--- src/ddr_guard_pkg.sv ---
package ddr_guard_pkg;

  // system clock and the memory clock derived from it
  localparam int CLK_PERIOD_PS = 10000;
  localparam int CK_DIV = 2;

  // nanosecond minimums, rounded up to whole system clocks
  localparam int BANK_TO_BANK_ACTIVATE_GAP_NS = 10;
  localparam int BANK_TO_BANK_ACTIVATE_GAP_CYC =
    (BANK_TO_BANK_ACTIVATE_GAP_NS * 1000 + CLK_PERIOD_PS - 1) / CLK_PERIOD_PS;
  localparam int WRITE_RECOVERY_NS = 15;
  localparam int WRITE_RECOVERY_CYC =
    (WRITE_RECOVERY_NS * 1000 + CLK_PERIOD_PS - 1) / CLK_PERIOD_PS;
  localparam int REFRESH_BUSY_NS = 70;
  localparam int REFRESH_BUSY_CYC =
    (REFRESH_BUSY_NS * 1000 + CLK_PERIOD_PS - 1) / CLK_PERIOD_PS;
  localparam int SELFREFRESH_EXIT_NONREAD_GAP_NS = 75;
  localparam int SELFREFRESH_EXIT_NONREAD_GAP_CYC =
    (SELFREFRESH_EXIT_NONREAD_GAP_NS * 1000 + CLK_PERIOD_PS - 1)
    / CLK_PERIOD_PS;
  localparam int ACTIVATE_TO_PRECHARGE_MIN_NS = 40;
  localparam int ACTIVATE_TO_PRECHARGE_MIN_CYC =
    (ACTIVATE_TO_PRECHARGE_MIN_NS * 1000 + CLK_PERIOD_PS - 1)
    / CLK_PERIOD_PS;

  // memory clock cycle figures
  localparam int WRITE_LATENCY_TCK = 1;
  localparam int WRITE_TO_READ_GAP_TCK = 2;
  localparam int SELFREFRESH_EXIT_READ_GAP_TCK = 200;
  localparam int SELFREFRESH_EXIT_READ_GAP_CYC =
    SELFREFRESH_EXIT_READ_GAP_TCK * CK_DIV;

  // refresh limits, longest times rounded down
  localparam int AVG_REFRESH_SPACING_SMALL_NS = 15600;
  localparam int AVG_REFRESH_SPACING_LARGE_NS = 7800;
  localparam int MAX_REFRESH_SPACING_SMALL_NS = 140600;
  localparam int MAX_REFRESH_SPACING_LARGE_NS = 70300;
  localparam int AVG_REFRESH_SPACING_LARGE_CYC =
    AVG_REFRESH_SPACING_LARGE_NS * 1000 / CLK_PERIOD_PS;
  localparam int MAX_REFRESH_SPACING_LARGE_CYC =
    MAX_REFRESH_SPACING_LARGE_NS * 1000 / CLK_PERIOD_PS;
  localparam int AVG_REFRESH_SPACING_SMALL_CYC =
    AVG_REFRESH_SPACING_SMALL_NS * 1000 / CLK_PERIOD_PS;
  localparam int MAX_REFRESH_SPACING_SMALL_CYC =
    MAX_REFRESH_SPACING_SMALL_NS * 1000 / CLK_PERIOD_PS;
  localparam int RETENTION_PERIOD_MS = 64;
  localparam logic signed [4:0] REFRESH_BATCH_MAX = 5'sh08;

  localparam int TIMER_W = 16;

  typedef enum logic [2:0] {
    OP_NOP = 3'h0,
    OP_ACTIVATE = 3'h1,
    OP_READ = 3'h2,
    OP_WRITE = 3'h3,
    OP_PRECHARGE = 3'h4,
    OP_REFRESH = 3'h5,
    OP_SELF_ENTER = 3'h6,
    OP_SELF_EXIT = 3'h7
  } op_t;

  typedef enum logic [0:0] {
    ST_RUN = 1'h0,
    ST_SELF = 1'h1
  } state_t;

endpackage

--- src/gap_timer.sv ---
`timescale 1ns/1ps
module gap_timer #(
  parameter int W = 16
) (
  // clock and reset
  input wire logic i_clk,
  input wire logic i_sys_rst,
  // load and status
  input wire logic i_load,
  input wire logic [W-1:0] i_count,
  output logic [W-1:0] o_left,
  output logic o_done
);

  logic [W-1:0] left_r;
  logic [W-1:0] left_nxt;

  always_comb
  begin
    left_nxt = left_r;
    if (i_load)
      left_nxt = i_count;
    else if (left_r != '0)
      left_nxt = left_r - W'(1);
  end

  always_ff @(posedge i_clk)
  begin
    if (i_sys_rst)
      left_r <= '0;
    else
      left_r <= left_nxt;
  end

  assign o_left = left_r;
  assign o_done = (left_r == '0);

endmodule // gap_timer

--- src/ddr_timing_guard.sv ---
`timescale 1ns/1ps
module ddr_timing_guard #(
  parameter int BURST_LEN = 4,
  parameter int LANES = 9,
  parameter int AVG_REFRESH_CYC =
    ddr_guard_pkg::AVG_REFRESH_SPACING_LARGE_CYC,
  parameter int MAX_REFRESH_CYC =
    ddr_guard_pkg::MAX_REFRESH_SPACING_LARGE_CYC
) (
  // clock and reset
  input wire logic i_clk,
  input wire logic i_sys_rst,
  // command request
  input wire logic i_cmd_valid,
  input wire ddr_guard_pkg::op_t i_cmd_op,
  input wire logic i_cmd_rank,
  input wire logic [1:0] i_cmd_bank,
  input wire logic [12:0] i_cmd_addr,
  output logic o_cmd_ready,
  // status
  output logic o_self_refresh,
  output logic signed [4:0] o_refresh_owed,
  // memory pins
  output logic o_ck,
  output logic o_ck_n,
  output logic o_cke,
  output logic [1:0] o_cs_n,
  output logic o_ras_n,
  output logic o_cas_n,
  output logic o_we_n,
  output logic [1:0] o_ba,
  output logic [12:0] o_addr,
  output logic [LANES-1:0] o_dqs_o,
  output logic [LANES-1:0] o_dqs_oe
);

  localparam int TW = ddr_guard_pkg::TIMER_W;
  localparam int DIV = ddr_guard_pkg::CK_DIV;
  localparam int BURST_TCK = BURST_LEN / 2;
  localparam int WR_DATA_END_CYC =
    (ddr_guard_pkg::WRITE_LATENCY_TCK + BURST_TCK) * DIV;
  localparam int WTR_CYC = WR_DATA_END_CYC
    + ddr_guard_pkg::WRITE_TO_READ_GAP_TCK * DIV;
  localparam int RD_PRE_CYC = BURST_TCK * DIV;
  localparam int WR_PRE_CYC =
    WR_DATA_END_CYC + ddr_guard_pkg::WRITE_RECOVERY_CYC;
  localparam int DQS_CYC = WR_DATA_END_CYC + DIV;

  if (!(BURST_LEN == 2 || BURST_LEN == 4 || BURST_LEN == 8))
  begin : g_bad_burst
    $error("burst length must be 2, 4 or 8");
  end
  if (AVG_REFRESH_CYC < 2 || MAX_REFRESH_CYC >= (1 << TW)
      || AVG_REFRESH_CYC >= MAX_REFRESH_CYC)
  begin : g_bad_refresh
    $error("refresh counts out of range");
  end

  // memory clock divider and command slot
  logic ck_r;
  logic ck_nxt;
  logic slot;

  always_comb
  begin
    ck_nxt = ~ck_r;
  end

  always_ff @(posedge i_clk)
  begin
    if (i_sys_rst)
      ck_r <= 1'b0;
    else
      ck_r <= ck_nxt;
  end

  // pins change as ck falls, so the device samples them half a clock later
  assign slot = ck_r;
  assign o_ck = ck_r;
  assign o_ck_n = ~ck_r;

  // timers
  logic rrd_done, wtr_done, rfc_done, xsnr_done, xsrd_done;
  logic refi_done, refc_done;
  logic ld_rrd, ld_wtr, ld_rfc, ld_xs, ld_refc;
  logic [7:0] ld_ras;
  logic [TW-1:0] ras_left [8];

  gap_timer #(.W(TW)) u_rrd (
    .i_clk(i_clk), .i_sys_rst(i_sys_rst), .i_load(ld_rrd),
    .i_count(TW'(ddr_guard_pkg::BANK_TO_BANK_ACTIVATE_GAP_CYC)),
    .o_left(), .o_done(rrd_done));
  // done shows a cycle after the count runs out, so load one less to
  // open the gap on the exact slot instead of one slot late
  gap_timer #(.W(TW)) u_wtr (
    .i_clk(i_clk), .i_sys_rst(i_sys_rst), .i_load(ld_wtr),
    .i_count(TW'(WTR_CYC - 1)), .o_left(), .o_done(wtr_done));
  gap_timer #(.W(TW)) u_rfc (
    .i_clk(i_clk), .i_sys_rst(i_sys_rst), .i_load(ld_rfc),
    .i_count(TW'(ddr_guard_pkg::REFRESH_BUSY_CYC)),
    .o_left(), .o_done(rfc_done));
  gap_timer #(.W(TW)) u_xsnr (
    .i_clk(i_clk), .i_sys_rst(i_sys_rst), .i_load(ld_xs),
    .i_count(TW'(ddr_guard_pkg::SELFREFRESH_EXIT_NONREAD_GAP_CYC - 1)),
    .o_left(), .o_done(xsnr_done));
  gap_timer #(.W(TW)) u_xsrd (
    .i_clk(i_clk), .i_sys_rst(i_sys_rst), .i_load(ld_xs),
    .i_count(TW'(ddr_guard_pkg::SELFREFRESH_EXIT_READ_GAP_CYC - 1)),
    .o_left(), .o_done(xsrd_done));
  gap_timer #(.W(TW)) u_refi (
    .i_clk(i_clk), .i_sys_rst(i_sys_rst), .i_load(refi_done),
    .i_count(TW'(AVG_REFRESH_CYC - 1)), .o_left(), .o_done(refi_done));
  // margin of two slots keeps the forced refresh inside the longest spacing
  gap_timer #(.W(TW)) u_refc (
    .i_clk(i_clk), .i_sys_rst(i_sys_rst), .i_load(ld_refc),
    .i_count(TW'(MAX_REFRESH_CYC - 2 * DIV)),
    .o_left(), .o_done(refc_done));

  for (genvar b = 0; b < 8; b++)
  begin : g_bank
    gap_timer #(.W(TW)) u_ras (
      .i_clk(i_clk), .i_sys_rst(i_sys_rst), .i_load(ld_ras[b]),
      .i_count(TW'(ddr_guard_pkg::ACTIVATE_TO_PRECHARGE_MIN_CYC)),
      .o_left(ras_left[b]), .o_done());
  end

  // scheduler state
  ddr_guard_pkg::state_t state_r, state_nxt;
  logic signed [4:0] owed_r, owed_nxt;
  logic cke_r, cke_nxt;
  logic [1:0] cs_n_r, cs_n_nxt;
  logic [2:0] rcw_r, rcw_nxt;
  logic [1:0] ba_r, ba_nxt;
  logic [12:0] addr_r, addr_nxt;
  logic [TW-1:0] dqs_cnt_r, dqs_cnt_nxt;

  logic [2:0] bidx;
  logic autopre, user_ok, force_ref, auto_take, take, ref_tick;
  ddr_guard_pkg::op_t op;

  assign bidx = {i_cmd_rank, i_cmd_bank};
  assign autopre = i_cmd_addr[10];
  assign ref_tick = refi_done && (state_r == ddr_guard_pkg::ST_RUN);

  always_comb
  begin
    user_ok = 1'b0;
    if (state_r == ddr_guard_pkg::ST_SELF)
      user_ok = (i_cmd_op == ddr_guard_pkg::OP_SELF_EXIT);
    else
      unique case (i_cmd_op)
        ddr_guard_pkg::OP_NOP: user_ok = 1'b1;
        ddr_guard_pkg::OP_ACTIVATE:
          user_ok = rrd_done && rfc_done && xsnr_done;
        ddr_guard_pkg::OP_READ:
          user_ok = wtr_done && xsrd_done && rfc_done
            && (!autopre || ras_left[bidx] <= TW'(RD_PRE_CYC));
        ddr_guard_pkg::OP_WRITE:
          user_ok = xsnr_done && rfc_done
            && (!autopre || ras_left[bidx] <= TW'(WR_PRE_CYC));
        ddr_guard_pkg::OP_PRECHARGE:
          user_ok = xsnr_done && rfc_done && ras_left[bidx] == '0;
        ddr_guard_pkg::OP_REFRESH:
          user_ok = xsnr_done && rfc_done
            && owed_r > -ddr_guard_pkg::REFRESH_BATCH_MAX;
        ddr_guard_pkg::OP_SELF_ENTER:
          user_ok = xsnr_done && rfc_done;
        ddr_guard_pkg::OP_SELF_EXIT: user_ok = 1'b0;
      endcase
  end

  always_comb
  begin
    // owed count at eight or the longest spacing near: stall the user
    force_ref = (state_r == ddr_guard_pkg::ST_RUN)
      && (owed_r >= ddr_guard_pkg::REFRESH_BATCH_MAX
      || refc_done);
    auto_take = slot && rfc_done && xsnr_done && (force_ref
      || (state_r == ddr_guard_pkg::ST_RUN && owed_r > 5'sh00
      && !i_cmd_valid));
    o_cmd_ready = slot && user_ok && !force_ref && !auto_take;
    take = i_cmd_valid && o_cmd_ready;
    op = auto_take ? ddr_guard_pkg::OP_REFRESH
      : (take ? i_cmd_op : ddr_guard_pkg::OP_NOP);
  end

  always_comb
  begin
    state_nxt = state_r;
    owed_nxt = owed_r;
    cke_nxt = cke_r;
    cs_n_nxt = cs_n_r;
    rcw_nxt = rcw_r;
    ba_nxt = ba_r;
    addr_nxt = addr_r;
    dqs_cnt_nxt = (dqs_cnt_r != '0) ? dqs_cnt_r - TW'(1) : dqs_cnt_r;
    ld_rrd = 1'b0;
    ld_wtr = 1'b0;
    ld_rfc = 1'b0;
    ld_xs = 1'b0;
    ld_refc = 1'b0;
    ld_ras = '0;
    if (ref_tick && owed_r < ddr_guard_pkg::REFRESH_BATCH_MAX)
      owed_nxt = owed_r + 5'sh01;
    if (slot)
    begin
      cs_n_nxt = 2'h3;
      rcw_nxt = 3'h7;
      ba_nxt = i_cmd_bank;
      addr_nxt = i_cmd_addr;
      unique case (op)
        ddr_guard_pkg::OP_NOP: ;
        ddr_guard_pkg::OP_ACTIVATE:
        begin
          cs_n_nxt = i_cmd_rank ? 2'h1 : 2'h2;
          rcw_nxt = 3'h3;
          ld_rrd = 1'b1;
          ld_ras[bidx] = 1'b1;
        end
        ddr_guard_pkg::OP_READ:
        begin
          cs_n_nxt = i_cmd_rank ? 2'h1 : 2'h2;
          rcw_nxt = 3'h5;
        end
        ddr_guard_pkg::OP_WRITE:
        begin
          cs_n_nxt = i_cmd_rank ? 2'h1 : 2'h2;
          rcw_nxt = 3'h4;
          ld_wtr = 1'b1;
          dqs_cnt_nxt = TW'(DQS_CYC);
        end
        ddr_guard_pkg::OP_PRECHARGE:
        begin
          cs_n_nxt = i_cmd_rank ? 2'h1 : 2'h2;
          rcw_nxt = 3'h2;
        end
        ddr_guard_pkg::OP_REFRESH:
        begin
          cs_n_nxt = 2'h0;
          rcw_nxt = 3'h1;
          ld_rfc = 1'b1;
          ld_refc = 1'b1;
          owed_nxt = ref_tick ? owed_r : owed_r - 5'sh01;
        end
        ddr_guard_pkg::OP_SELF_ENTER:
        begin
          cs_n_nxt = 2'h0;
          rcw_nxt = 3'h1;
          cke_nxt = 1'b0;
          state_nxt = ddr_guard_pkg::ST_SELF;
        end
        ddr_guard_pkg::OP_SELF_EXIT:
        begin
          cke_nxt = 1'b1;
          state_nxt = ddr_guard_pkg::ST_RUN;
          ld_xs = 1'b1;
          ld_refc = 1'b1;
        end
      endcase
    end
    // the device keeps its own rows fresh while self refresh lasts
    if (state_r == ddr_guard_pkg::ST_SELF)
      owed_nxt = 5'sh00;
  end

  always_ff @(posedge i_clk)
  begin
    if (i_sys_rst)
    begin
      state_r <= ddr_guard_pkg::ST_RUN;
      owed_r <= 5'sh00;
      cke_r <= 1'b1;
      cs_n_r <= 2'h3;
      rcw_r <= 3'h7;
      ba_r <= 2'h0;
      addr_r <= 13'h0000;
      dqs_cnt_r <= '0;
    end
    else
    begin
      state_r <= state_nxt;
      owed_r <= owed_nxt;
      cke_r <= cke_nxt;
      cs_n_r <= cs_n_nxt;
      rcw_r <= rcw_nxt;
      ba_r <= ba_nxt;
      addr_r <= addr_nxt;
      dqs_cnt_r <= dqs_cnt_nxt;
    end
  end

  // strobe low from the command edge, toggling through the burst
  logic dqs_toggle;
  assign dqs_toggle = dqs_cnt_r > TW'(DIV)
    && dqs_cnt_r <= TW'(WR_DATA_END_CYC - DIV + DIV);
  assign o_dqs_oe = {LANES{dqs_cnt_r != '0}};
  assign o_dqs_o = {LANES{dqs_toggle && ck_r}};

  assign o_cke = cke_r;
  assign o_cs_n = cs_n_r;
  assign {o_ras_n, o_cas_n, o_we_n} = rcw_r;
  assign o_ba = ba_r;
  assign o_addr = addr_r;
  assign o_self_refresh = (state_r == ddr_guard_pkg::ST_SELF);
  assign o_refresh_owed = owed_r;

endmodule // ddr_timing_guard

--- config.mk ---
export PLATFORM = sky130hd
export DESIGN_NAME = ddr_timing_guard
export DESIGN_NICKNAME = d
export VERILOG_FILES = /design/src/ddr_guard_pkg.sv /design/src/gap_timer.sv /design/src/ddr_timing_guard.sv
export SDC_FILE = /design/constraint.sdc
export NUM_CORES = 1
export LEC_CHECK = 0
export BUFFER_PORTS_ARGS = -buffer_cell sky130_fd_sc_hd__buf_4
export CAP_MARGIN = 5
export CORE_MARGIN = 2
export CORE_UTILIZATION = 33
export CTS_CLUSTER_DIAMETER = 40
export DETAILED_ROUTE_END_ITERATION = 7
export SLEW_MARGIN = 0
export SYNTH_ARGS = -nofsm -noshare
export SYNTH_HDL_FRONTEND = slang
export SYNTH_SLANG_ARGS = --single-unit
--- constraint.sdc ---
create_clock -name i_clk -period 12.99 [get_ports i_clk]
set_input_delay 0.6495 -clock i_clk [delete_from_list [all_inputs] [get_ports i_clk]]
set_output_delay 0.6495 -clock i_clk [all_outputs]
set_load 0.01 [all_outputs]
==> impl_metrics.toml <==
[synth]
synthArstFlopShare_pct = 0
synth_area_um2 = 13500
synthCells = 1573
ys.flop_type = "dfxtp_1"
synth_top_area_share_pct = 42.1
postSynthAreaPerCell_um2 = 8.58
ys_warn_count = 0
synthTopCellsByArea = "dfxtp_1, xnor2_1, nor2_1"
yosys.area.top_type = "dfxtp_1"
ys_seq_area_share_pct = 42.1
synth_nets = 1619
ys_seq_elements = 284
synth_cell_type_count = 75
synth_edf_count = 0

[pwr]
powerDensity_nw_per_um2 = 302
p_leak_uw = 0.00625
peakVddDrop_mv = 0.116
power.total_uw = 4870

[cells_and_area]
layout.cells.most_common = "nor2_1"
multiInputGateArea_um2 = 7270
nets = 1674
drive_above_1_share_pct = 12.6
fill_cells = 3985
layout_common_cells = "nor2_1, dfxtp_1, xnor2_1"
diodes = 0
fin_util_pct = 39.6
area_growth_pct = 19.2
ff_latch_area_um2 = 5690

[critical_path]
crit_arrival_ns = 5.69
slowest_stage = "o21ai_1"
path_max_fanout = 15
endpoint_kind = "flop"
critPathKind = "flop to flop"
cp_cell_sequence = "inv_1 -> ha_1 -> or4b_4 -> nor4_4 -> nand3b_2 -> or4_4 -> o32ai_2 -> a21oi_2 -> a21boi_0 -> and2_1 -> a21oi_1 -> inv_1 -> ha_1 -> nand2_1 -> or3_1 -> o21ai_1 -> nor2_1"
critPathTopFamily = "simple AND/OR/NAND/NOR gates"
start_kind = "flop"
rrSetupSlack_ns = 7.69
crit_required_ns = 13.38
r2r-start = "u_wtr.o_left[0]$_SDFFE_PP0P_"
cpPeakStageDelay_ns = 0.85
crit_buf_inv = 2
reg2reg_depth = 17
rr_endpoint = "g_bank[6].u_ras.o_left[13]$_SDFFE_PP0P_"

[global_routing]
grt_use_total_pct = 14.5
antenna_found_initial = 0
overflow = 0
grt_pass1_vias = 10100
grt_max_degree = 63
grt_pass1_wl_um = 50300

[clocking]
worstSkewPairLatency_ns = 0.56
clk_pin_slew_ns = 0.06
holdBufCountCts = 0
clk_path_buf_depth = 3
numClockSinks = 284
cts_made_buffers = 49
htree_levels = 2
tritoncts = "yes"
cts_root_buf = "clkbuf_16"
postCtsSetupRepairBufs = 0
cts.repair.resized = 0

[route]
drc = 0
via_per_inst = 4.96
highest_layer = "met4"
route.met3.wl_um = 2050
drtPass1Iterations = 5
ant_nets = 0
routedLengthMet1_um = 14500
wl_um = 30700
routed-via-count = 10900
drtIter0Drc = 714
wl_per_cell_um = 14.0
wl_met2_um = 13600

[floorplanning]
num_rows = 74
die_x_um = 206
coreArea_um2 = 40600
pin_count = 70
die_area_um2 = 42500
fp.dieH_um = 206
start_util_pct = 33.2

[sta]
finalHoldViolCount = 0
post-route-period-util_pct = 40.8
finClkSkew_ns = 0.0210
rsz0062_at_grt = "no"
fin_tns_setup_ns = 0
fmax_mhz = 189
whs_ns = 0.327
setup_viol = 0
maxSlewViolCount = 0
worst_slew_pin_slew_ns = 1.10
period_needed_ns = 5.30
relSlewSlack_pct = 26.5

[flow_run]
max_cap_violations = 0

[placed_design]
portBuffers = 69
gp_congestion = 0.841
hpwlAfterDp_um = 21600

[outcome]
status = "complete, no violations"

[worst_hold_path]
min_from = "i_cmd_addr[12]"
min_path_cells = 3
hold_end = "o_addr[12]$_SDFFE_PP0P_"
worstHoldPathType = "primary input to flop"
-- stage by stage --
stage          std cells  worst slack, ns  instance area [µm²]
2_1_floorplan       1573             8.49                13500
3_3_place_gp        2109             7.92                14300
3_5_place_dp        2109             7.72                14300
4_1_cts             2199             7.69                16100
5_1_grt             2199             7.17                16100
6_report            2199             7.69                16100
-- cells in the mapped netlist (all sizes together) (10+ instances only) --
cell type	instances
nor2	322
dfxtp	284
xnor2	134
nand2	101
nor3	97
a21oi	82
xor2	56
inv	49
nor4	43
buf	38
nand3	31
o21ai	31
or3	31
clkbuf	28
mux2i	28
or4	25
ha	24
nand2b	18
a211oi	15
nor3b	13
nor2b	12
or2	11
nand4	10
o31ai	10
-- flip-flops by register name, summed over array words and instances (netlist names), 2 cells and up --
name	count
o_refresh_owed	5
o_ba	2
dqs_cnt_r	16
u_refi.o_left	16
u_xsnr.o_left	16
o_cs_n	2
g_bank.u_ras.o_left	128
u_wtr.o_left	16
o_addr	13
u_rrd.o_left	16
u_refc.o_left	16
rcw_r	3
u_xsrd.o_left	16
u_rfc.o_left	16
-- area by class of cell --
| type | count | area share, % |
|---|---|---|
| Clock inverter | 25 | 2.32 |
| Clock buffer | 65 | 8.69 |
| Timing Repair Buffer | 70 | 3.26 |
| Sequential cell | 284 | 35.3 |
| Inverter | 49 | 1.14 |
| Multi-Input combinational cell | 1174 | 45.1 |
| Tap cell | 532 | 4.13 |
-- how the worst max path moves through the flow --
stage | from | end | slack, ns | cells after the start
floorplan | i_cmd_rank | g_bank[2].u_ras.o_left[10]$_SDFFE_PP0P_ | 8.49 | 18
global placement | u_wtr.o_left[0]$_SDFFE_PP0P_ | g_bank[0].u_ras.o_left[12]$_SDFFE_PP0P_ | 7.92 | 17
detailed placement | u_wtr.o_left[0]$_SDFFE_PP0P_ | g_bank[6].u_ras.o_left[13]$_SDFFE_PP0P_ | 7.72 | 17
CTS | u_wtr.o_left[0]$_SDFFE_PP0P_ | g_bank[6].u_ras.o_left[13]$_SDFFE_PP0P_ | 7.69 | 17
global route | u_wtr.o_left[0]$_SDFFE_PP0P_ | g_bank[6].u_ras.o_left[13]$_SDFFE_PP0P_ | 7.17 | 17
finish | u_wtr.o_left[0]$_SDFFE_PP0P_ | g_bank[6].u_ras.o_left[13]$_SDFFE_PP0P_ | 7.69 | 17
-- per-layer routing --
| metal | up-vias | global-route usage, % |
|---|---|---|
| met5 | - | 0 |
| met4 | 0 | 4.18 |
| met3 | 49 | 4.40 |
| met2 | 228 | 23.0 |
| met1 | 5113 | 19.1 |
| li1 | 5521 | - |
-- worst reg2reg max path, delay by kind of cell, from the launching register on --
family                   cells  cell delay [ns]
AND/OR/NAND/NOR              8             2.67
adder cells (fa/ha/maj)      2             0.43
AO/OA/AOI/OAI                5             1.54
buffers and inverters        2             0.15
flip-flops                   1             0.33
-- report_power, final --
group	switching, µW	internal (µW)
combinational	1080	906
sequential	320	1190
clock	466	906
total	1860	3010
-- logic make-up (layout without fill, tap and decap cells) --
family	after synthesis	after routing	share of synthesized area [%]
xor+xnor	190	190	12.3
fa+ha+maj	24	24	2.22
buf+inv	115	209	4.07
flops	284	284	42.1
simple gates	746	746	27.4
mux	39	39	3.66
compound gates	175	175	8.20
Note: power is estimated with default switching activity, not from simulation.
